<file path="config.mk">
export PLATFORM = sky130hd
export DESIGN_NAME = uls_line_status
export DESIGN_NICKNAME = d
export VERILOG_FILES = /design/src/uls_pkg.sv /design/src/uls_line_status.sv
export SDC_FILE = /design/constraint.sdc
export NUM_CORES = 1
export LEC_CHECK = 0
export CORE_ASPECT_RATIO = 2
export CORE_MARGIN = 1.5
export CORE_UTILIZATION = 32
export DETAILED_ROUTE_END_ITERATION = 6
export DONT_BUFFER_PORTS = 1
export GPL_TIMING_DRIVEN = 0
export PLACE_DENSITY = 0.57
export SLEW_MARGIN = 20
export SYNTH_ARGS = -nofsm -noshare
export SYNTH_HDL_FRONTEND = slang
export SYNTH_SLANG_ARGS = --single-unit
</file>
<file path="constraint.sdc">
create_clock -name clk_i -period 4.5 [get_ports clk_i]
set_input_delay 0.675 -clock clk_i [delete_from_list [all_inputs] [get_ports clk_i]]
set_output_delay 0.675 -clock clk_i [all_outputs]
set_load 0.05 [all_outputs]
</file>
<file path="src/uls_pkg.sv">
// uls_pkg: constants for the serial port line status logic.
// assumes: one 250 MHz core clock; host reaches the port by direct byte offsets.

package uls_pkg;

    localparam int          ADDR_W        = 3;
    localparam int          DATA_W        = 8;

    // direct byte offsets
    localparam logic [2:0]  OFS_DATA      = 3'h0;
    localparam logic [2:0]  OFS_LINE_STAT = 3'h5;

    // status bit positions
    localparam int          BIT_DR        = 0;
    localparam int          BIT_OE        = 1;
    localparam int          BIT_PE        = 2;
    localparam int          BIT_FE        = 3;
    localparam int          BIT_BI        = 4;
    localparam int          BIT_THRE      = 5;
    localparam int          BIT_TEMT      = 6;
    localparam int          BIT_FIFO_ERR  = 7;

    localparam logic [7:0]  LINE_STAT_RST = 8'hC0;

    // per-character error tag layout
    localparam int          TAG_W         = 3;
    localparam int          TAG_PE        = 0;
    localparam int          TAG_FE        = 1;
    localparam int          TAG_BI        = 2;

    // character time in oversampling ticks
    localparam int          OVS           = 16;
    localparam int          OVS_HALF      = 8;
    localparam int          MIN_DATA_BITS = 5;
    localparam int          CHAR_CNT_W    = 8;

    localparam int          FIFO_DEPTH    = 16;

endpackage

</file>
<file path="src/uls_line_status.sv">
// uls_line_status: line status register of a byte-wide serial port.
// assumes: receiver, transmitter, baud generator and data FIFOs live elsewhere
// on clk_i; only the raw receive pin arrives from outside the clock domain.

`timescale 1ns/1ps
`default_nettype none

module uls_line_status #(
    parameter int DEPTH = uls_pkg::FIFO_DEPTH
) (
    input  wire logic                       clk_i,
    input  wire logic                       reset_n_i,
    // host byte port
    input  wire logic [uls_pkg::ADDR_W-1:0] addr_i,
    input  wire logic                       rd_i,
    input  wire logic                       wr_i,
    input  wire logic                       dlab_i,
    output logic      [uls_pkg::DATA_W-1:0] rdata_o,
    // configuration from neighbouring registers
    input  wire logic                       fifo_mode_i,
    input  wire logic [1:0]                 word_len_i,
    input  wire logic                       stop_sel_i,
    input  wire logic                       parity_en_i,
    input  wire logic                       ier_rls_i,
    input  wire logic                       ier_thre_i,
    input  wire logic                       mcr_out2_i,
    // receiver side
    input  wire logic                       rx_pin_i,
    input  wire logic                       ovs_tick_i,
    input  wire logic                       rx_char_done_i,
    input  wire logic                       rx_parity_err_i,
    input  wire logic                       rx_stop_bit_i,
    output logic                            rx_push_o,
    // transmitter side
    input  wire logic                       tx_load_i,
    input  wire logic                       tx_shift_busy_i,
    output logic                            tx_avail_o,
    output logic                            irq_o
);
    import uls_pkg::*;

    localparam int PTR_W = $clog2(DEPTH);
    localparam int CNT_W = $clog2(DEPTH + 1);

    initial begin
        if (DEPTH < 2 || (DEPTH & (DEPTH - 1)) != 0) begin
            $error("DEPTH must be a power of two, at least 2");
        end
    end

    ////////////////////////////////////////////////////////////////////////////
    // host access decode

    wire data_sel   = (addr_i == OFS_DATA) && !dlab_i;
    wire stat_rd    = rd_i && (addr_i == OFS_LINE_STAT);
    // writes to the status offset decode to nothing at all
    wire rbr_rd     = rd_i && data_sel;
    wire thr_wr     = wr_i && data_sel;

    ////////////////////////////////////////////////////////////////////////////
    // receive pin synchroniser and break detector

    logic                  rx_meta_reg;
    logic                  rx_sync_reg;
    logic [CHAR_CNT_W-1:0] low_cnt_reg;
    logic [CHAR_CNT_W-1:0] low_cnt_next;
    logic                  brk_armed_reg;

    function automatic logic [CHAR_CNT_W-1:0] char_ticks(
        input logic [1:0] wl,
        input logic       stp,
        input logic       par
    );
        int bits;
        int stop16;
        bits   = 1 + MIN_DATA_BITS + int'(wl) + int'(par);
        stop16 = !stp ? OVS : ((wl == 2'h0) ? OVS + OVS_HALF : 2 * OVS);
        return CHAR_CNT_W'(bits * OVS + stop16);
    endfunction

    wire [CHAR_CNT_W-1:0] char_len = char_ticks(word_len_i, stop_sel_i, parity_en_i);
    wire                  line_low = !rx_sync_reg;
    wire                  cnt_sat  = (low_cnt_reg == {CHAR_CNT_W{1'b1}});
    // longer than a whole character, so strictly beyond the count
    wire                  brk_det  = line_low && brk_armed_reg
                                     && (low_cnt_reg > char_len);

    always_comb begin
        low_cnt_next = low_cnt_reg;
        if (!line_low) begin
            low_cnt_next = '0;
        end else if (ovs_tick_i && !cnt_sat) begin
            low_cnt_next = low_cnt_reg + CHAR_CNT_W'(1);
        end
    end

    always_ff @(posedge clk_i or negedge reset_n_i) begin
        if (!reset_n_i) begin
            rx_meta_reg   <= 1'b1;
            rx_sync_reg   <= 1'b1;
            low_cnt_reg   <= '0;
            brk_armed_reg <= 1'b1;
        end else begin
            rx_meta_reg   <= rx_pin_i;
            rx_sync_reg   <= rx_meta_reg;
            low_cnt_reg   <= low_cnt_next;
            // one break report per low stretch; rearm on idle line
            brk_armed_reg <= line_low ? (brk_armed_reg && !brk_det) : 1'b1;
        end
    end

    ////////////////////////////////////////////////////////////////////////////
    // receive occupancy and per-character error tags

    logic [CNT_W-1:0]  rx_cnt_reg;
    logic [CNT_W-1:0]  rx_cnt_next;
    logic [PTR_W-1:0]  wr_ptr_reg;
    logic [PTR_W-1:0]  rd_ptr_reg;
    logic [TAG_W-1:0]  tag_mem [DEPTH];
    logic              brk_pend_reg;
    logic              head_seen_reg;

    wire rx_full   = fifo_mode_i ? (rx_cnt_reg == CNT_W'(DEPTH)) : 1'b0;
    wire rx_empty  = (rx_cnt_reg == '0);
    // a full FIFO drops the fresh character; it stays in the shifter
    assign rx_push_o = rx_char_done_i && !rx_full;
    wire rx_pop    = rbr_rd && !rx_empty;

    wire             pe_new  = parity_en_i && rx_parity_err_i;
    wire             fe_new  = !rx_stop_bit_i;
    wire             bi_new  = brk_pend_reg || brk_det;
    wire [TAG_W-1:0] new_tag = {bi_new, fe_new, pe_new};
    wire [TAG_W-1:0] head_tag = tag_mem[rd_ptr_reg];

    always_comb begin
        rx_cnt_next = rx_cnt_reg;
        if (!fifo_mode_i) begin
            // character mode holds one buffered byte
            if (rx_push_o) begin
                rx_cnt_next = CNT_W'(1);
            end else if (rx_pop) begin
                rx_cnt_next = '0;
            end
        end else if (rx_push_o && !rx_pop) begin
            rx_cnt_next = rx_cnt_reg + CNT_W'(1);
        end else if (rx_pop && !rx_push_o) begin
            rx_cnt_next = rx_cnt_reg - CNT_W'(1);
        end
    end

    always_ff @(posedge clk_i or negedge reset_n_i) begin
        if (!reset_n_i) begin
            rx_cnt_reg <= '0;
            wr_ptr_reg <= '0;
            rd_ptr_reg <= '0;
        end else begin
            rx_cnt_reg <= rx_cnt_next;
            if (!fifo_mode_i) begin
                wr_ptr_reg <= '0;
                rd_ptr_reg <= '0;
            end else begin
                if (rx_push_o) begin
                    wr_ptr_reg <= wr_ptr_reg + PTR_W'(1);
                end
                if (rx_pop) begin
                    rd_ptr_reg <= rd_ptr_reg + PTR_W'(1);
                end
            end
        end
    end

    always_ff @(posedge clk_i) begin
        if (rx_push_o && fifo_mode_i) begin
            tag_mem[wr_ptr_reg] <= new_tag;
        end
    end

    // break seen while a character is still assembling rides with that character
    always_ff @(posedge clk_i or negedge reset_n_i) begin
        if (!reset_n_i) begin
            brk_pend_reg <= 1'b0;
        end else if (rx_char_done_i || !fifo_mode_i) begin
            // character mode reports a break at once; holding it would tag a later byte
            brk_pend_reg <= 1'b0;
        end else if (brk_det) begin
            brk_pend_reg <= 1'b1;
        end
    end

    // head tag is reported once per character at the head
    wire head_show = fifo_mode_i && !rx_empty && !head_seen_reg;

    always_ff @(posedge clk_i or negedge reset_n_i) begin
        if (!reset_n_i) begin
            head_seen_reg <= 1'b0;
        end else if (rx_pop || !fifo_mode_i) begin
            head_seen_reg <= 1'b0;
        end else if (head_show) begin
            head_seen_reg <= 1'b1;
        end
    end

    ////////////////////////////////////////////////////////////////////////////
    // sticky error flags: a new event wins over a status read clear

    logic oe_reg;
    logic pe_reg;
    logic fe_reg;
    logic bi_reg;
    logic ferr_reg;

    wire chr_push = !fifo_mode_i && rx_push_o;
    wire chr_oe   = chr_push && !rx_empty && !rx_pop;
    wire fifo_oe  = fifo_mode_i && rx_char_done_i && rx_full;
    wire oe_set   = chr_oe || fifo_oe;

    wire pe_set   = (chr_push && pe_new)
                    || (head_show && head_tag[TAG_PE]);
    wire fe_set   = (chr_push && fe_new)
                    || (head_show && head_tag[TAG_FE]);
    wire bi_set   = (!fifo_mode_i && brk_det)
                    || (head_show && head_tag[TAG_BI]);
    wire ferr_set = fifo_mode_i && rx_push_o && (|new_tag);

    always_ff @(posedge clk_i or negedge reset_n_i) begin
        if (!reset_n_i) begin
            oe_reg   <= 1'b0;
            pe_reg   <= 1'b0;
            fe_reg   <= 1'b0;
            bi_reg   <= 1'b0;
            ferr_reg <= 1'b0;
        end else begin
            oe_reg   <= oe_set   || (oe_reg && !stat_rd);
            pe_reg   <= pe_set   || (pe_reg && !stat_rd);
            fe_reg   <= fe_set   || (fe_reg && !stat_rd);
            bi_reg   <= bi_set   || (bi_reg && !stat_rd);
            ferr_reg <= ferr_set || (ferr_reg && !stat_rd);
        end
    end

    ////////////////////////////////////////////////////////////////////////////
    // transmit holding occupancy

    logic [CNT_W-1:0] tx_cnt_reg;
    logic [CNT_W-1:0] tx_cnt_next;

    wire [CNT_W-1:0] tx_cap  = fifo_mode_i ? CNT_W'(DEPTH) : CNT_W'(1);
    wire             tx_full = (tx_cnt_reg >= tx_cap);
    wire             tx_take = thr_wr && !tx_full;
    wire             tx_give = tx_load_i && (tx_cnt_reg != '0);

    always_comb begin
        tx_cnt_next = tx_cnt_reg;
        if (tx_take && !tx_give) begin
            tx_cnt_next = tx_cnt_reg + CNT_W'(1);
        end else if (tx_give && !tx_take) begin
            tx_cnt_next = tx_cnt_reg - CNT_W'(1);
        end
    end

    always_ff @(posedge clk_i or negedge reset_n_i) begin
        if (!reset_n_i) begin
            tx_cnt_reg <= '0;
        end else begin
            tx_cnt_reg <= tx_cnt_next;
        end
    end

    assign tx_avail_o = (tx_cnt_reg != '0);

    ////////////////////////////////////////////////////////////////////////////
    // status assembly, read port and interrupt

    // status reads touch none of these three
    wire thre = (tx_cnt_reg == '0);
    wire temt = thre && !tx_shift_busy_i;
    wire dr   = !rx_empty;

    wire [DATA_W-1:0] line_status;
    assign line_status[BIT_DR]       = dr;
    assign line_status[BIT_OE]       = oe_reg;
    assign line_status[BIT_PE]       = pe_reg;
    assign line_status[BIT_FE]       = fe_reg;
    assign line_status[BIT_BI]       = bi_reg;
    assign line_status[BIT_THRE]     = thre;
    assign line_status[BIT_TEMT]     = temt;
    assign line_status[BIT_FIFO_ERR] = fifo_mode_i && ferr_reg;

    always_ff @(posedge clk_i or negedge reset_n_i) begin
        if (!reset_n_i) begin
            rdata_o <= LINE_STAT_RST;
        end else if (stat_rd) begin
            rdata_o <= line_status;
        end
    end

    wire rls_irq  = ier_rls_i && (oe_reg || pe_reg || fe_reg || bi_reg);
    wire thre_irq = ier_thre_i && thre;

    always_ff @(posedge clk_i or negedge reset_n_i) begin
        if (!reset_n_i) begin
            irq_o <= 1'b0;
        end else begin
            irq_o <= mcr_out2_i && (rls_irq || thre_irq);
        end
    end

endmodule

`default_nettype wire

</file>
==> flow_metrics.py <==
metrics = {
    "power_and_ir_drop": {
        "ir_drop_mv": 0.300,
        "p_leak_nw": 1.93,
        "power.density_nw_per_um2": 445,
    },
    "synth": {
        "synthCells": 367,
        "yosysWarnings": 0,
        "ys_async_sr_fraction": 0.484,
        "synth.area.mux_share": 0.0836,
        "synth.avg_cell_area_sq_um": 12.6,
        "synth_fa_ha_area_frac": 0.0803,
        "yosys.area_share.simple": 0.113,
        "synth_nets": 418,
        "synth.yosys.seq_area_share": 0.554,
        "yosys.cell_types.count": 56,
        "synth_xor_area_frac": 0.0437,
        "synth_flop_cell": "edfxtp_1",
        "ys_ff_latch": 93,
        "synth_top_family_by_area": "simple AND/OR/NAND/NOR gates",
        "synth-edff-count": 48,
        "synth_compound_area_frac": 0.0865,
        "netlist_area_sq_um": 4640,
    },
    "place": {
        "placed_area_sq_um": 4880,
        "portBuffers": 0,
        "post-place-ws_ps": 508,
        "gp_congestion": 0.790,
        "post-dp-hpwl_mm": 7.19,
    },
    "timing": {
        "layout_setup_ws_ps": 908,
        "slew_headroom": 0.501,
        "max_freq_ghz": 0.278,
        "hold_violations": 0,
        "final.setup.tns_ps": 0,
        "clock_skew_ps": 6.16,
        "rsz0062_at_grt": "no",
        "fin_crit_ps": 3590,
        "slew_violations": 0,
        "worst_pin_slew_ps": 749,
        "finalCritPeriodShare": 0.798,
        "setup_viol": 0,
    },
    "worst_setup_path": {
        "worstSetupPathType": "in -> reg",
        "ff2ff_setup_slack_ps": 1150,
        "critical_path.max_fanout": 11,
        "setup.worst_path.start_class": "input port",
        "cp-endpoint": "tx_cnt_reg[4]",
        "worstReg2RegEnd": "rx_cnt_reg[4]",
        "crit_path_top_delay_cell": "fa_1",
        "required_ps": 4730,
        "r2r_start": "rx_cnt_reg[1]",
        "r2r_cells": 12,
        "worst_path_largest_cell_delay_ps": 410,
        "worst_setup_path_end_kind": "flop",
        "cp_cell_sequence": "clkbuf_1, inv_1, clkbuf_1, ha_1, nand2b_1, o21ai_0, and4b_1, ha_1, inv_1, fa_1, a21o_1, a21oi_1, xnor2_1, nor2_1, xor2_1",
        "critPathArrivalTime_ps": 3820,
        "cp-startpoint": "fifo_mode_i",
    },
    "routing": {
        "drt_pass1_iterations": 4,
        "drt-initial-drc-count": 138,
        "wirelength_mm": 9.33,
        "vias_per_cell": 4.95,
        "vias": 2844,
        "wl_per_cell_um": 16.2,
        "postRouteAntennaNets": 0,
        "remaining_drc_errors": 0,
    },
    "final_layout": {
        "layout_common_cells": "48 x edfxtp_1, 40 x dfrtp_1, 33 x nor2_1, 28 x nand2_1, 25 x ha_1",
        "fin_area_sq_um": 5180,
        "areaGrowthSynthToFinish_pct": 11.5,
        "layout.nets": 429,
        "largest_reg_flops": 48,
        "nFillCells": 1436,
        "layout-drive-gt1-share": 0.128,
        "layout.cells.most_common": "edfxtp_1",
        "diodes": 0,
    },
    "clock_network": {
        "clock_sinks": 93,
        "htreeDepth": 3,
        "cts_made_buffers": 9,
        "clk_pin_slew_ps": 60,
        "cts_buffer_depth": 2,
        "cts_hold_buf": 0,
        "root_buffer": "clkbuf_16",
        "cts_setup_buffers": 0,
        "worst_skew_pair.late_latency_ps": 340,
        "post_cts_resize_count": 0,
        "cts_tree": "done",
    },
    "floorplan": {
        "dieArea_sq_um": 15300,
        "initial_core_util": 0.325,
        "core_area_sq_um": 14300,
        "io_pins": 34,
        "fp.dieH_um": 173,
        "die_x_um": 88.2,
        "num_rows": 62,
    },
    "grt": {
        "grt_overflow": 0,
        "globalRouteTotalUtil": 0.134,
        "antenna_found_initial": 0,
        "grt_max_degree": 46,
        "grt_pass1_vias": 3062,
        "grt_pass1_wl_mm": 15.3,
    },
    "run_status": {
        "status": "completed",
    },
    "job": {
        "cap_viol_max_count": 0,
    },
    "hold_path": {
        "hold_path_class": "in -> async",
    },
}
[layer usage]
metal,vias up,part of all wire,wire length [um],GRT usage
li1,1353,-,-,-
met1,1419,0.34,3210,0.134
met2,44,0.59,5530,0.249
met3,28,0.022,202,0.0219
met4,0,0.041,382,0.0762
met5,-,0,0,0
[cell families after synthesis]
| group | count (synthesis) |
|---|---|
| compound gates | 57 |
| xor+xnor | 21 |
| fa+ha+maj | 28 |
| buf+inv | 40 |
| flops | 93 |
| mux | 23 |
| simple gates | 105 |
[report_power, final]
part | internal (mW) | switching [mW] | total [mW]
clock network | 0.444 | 0.299 | 0.742
logic | 0.206 | 0.223 | 0.429
registers | 0.983 | 0.151 | 1.13
total | 1.63 | 0.672 | 2.30
[layout make-up]
type / instances / area, sq um / area share
sequential: 93 / 2570 / 0.497
multi-input combinational: 234 / 1890 / 0.365
clock buffer: 12 / 246 / 0.0476
tap: 192 / 240 / 0.0464
inverter: 24 / 90.1 / 0.0174
buffer: 16 / 88.8 / 0.0172
clock inverter: 4 / 47.5 / 0.00919
[worst min path at each step]
stage           startpoint             end  slack, ps  cells after the start
2_1_floorplan  rx_meta_reg     rx_sync_reg        350                      0
3_3_place_gp   rx_meta_reg     rx_sync_reg        350                      0
3_5_place_dp   rx_meta_reg     rx_sync_reg        350                      0
4_1_cts          reset_n_i  low_cnt_reg[1]         10                      0
5_1_grt          reset_n_i  low_cnt_reg[1]          8                      0
6_report         reset_n_i  low_cnt_reg[1]         30                      0
[synth_stat cells (6+ instances only)]
| master | count | area, sq um |
|---|---|---|
| edfxtp_1 | 48 | 1440 |
| dfrtp_1 | 40 | 1000 |
| nor2_1 | 33 | 124 |
| nand2_1 | 28 | 105 |
| ha_1 | 25 | 313 |
| inv_1 | 23 | 86.3 |
| o21ai_0 | 13 | 65.1 |
| mux4_2 | 12 | 270 |
| a21oi_1 | 11 | 55.1 |
| xor2_1 | 11 | 96.3 |
| clkbuf_1 | 10 | 37.5 |
| xnor2_1 | 9 | 78.8 |
| a211oi_1 | 7 | 52.6 |
| or3_1 | 7 | 43.8 |
| mux2_2 | 6 | 67.6 |
| nand3_1 | 6 | 30.0 |
| nor3_1 | 6 | 30.0 |
[critical path: cells and delay by family]
| kind | cells | cell delay, ps |
|---|---|---|
| buf+inv | 4 | 1000 |
| fa+ha+maj | 3 | 960 |
| compound gates | 3 | 490 |
| simple gates | 3 | 390 |
| xor+xnor | 2 | 290 |
[through the flow]
step                      hold slack [ps]  power [mW]  utilization  std cells
final                                28.3        2.30        0.363        575
after global routing                 8.13        2.44        0.363        575
after CTS                            14.2        2.33        0.363        575
after detailed placement              348        1.58        0.342        559
after global placement                346        1.56        0.342        559
after floorplan                       345        1.49            -        367
Power figures use the tool's default switching activity.
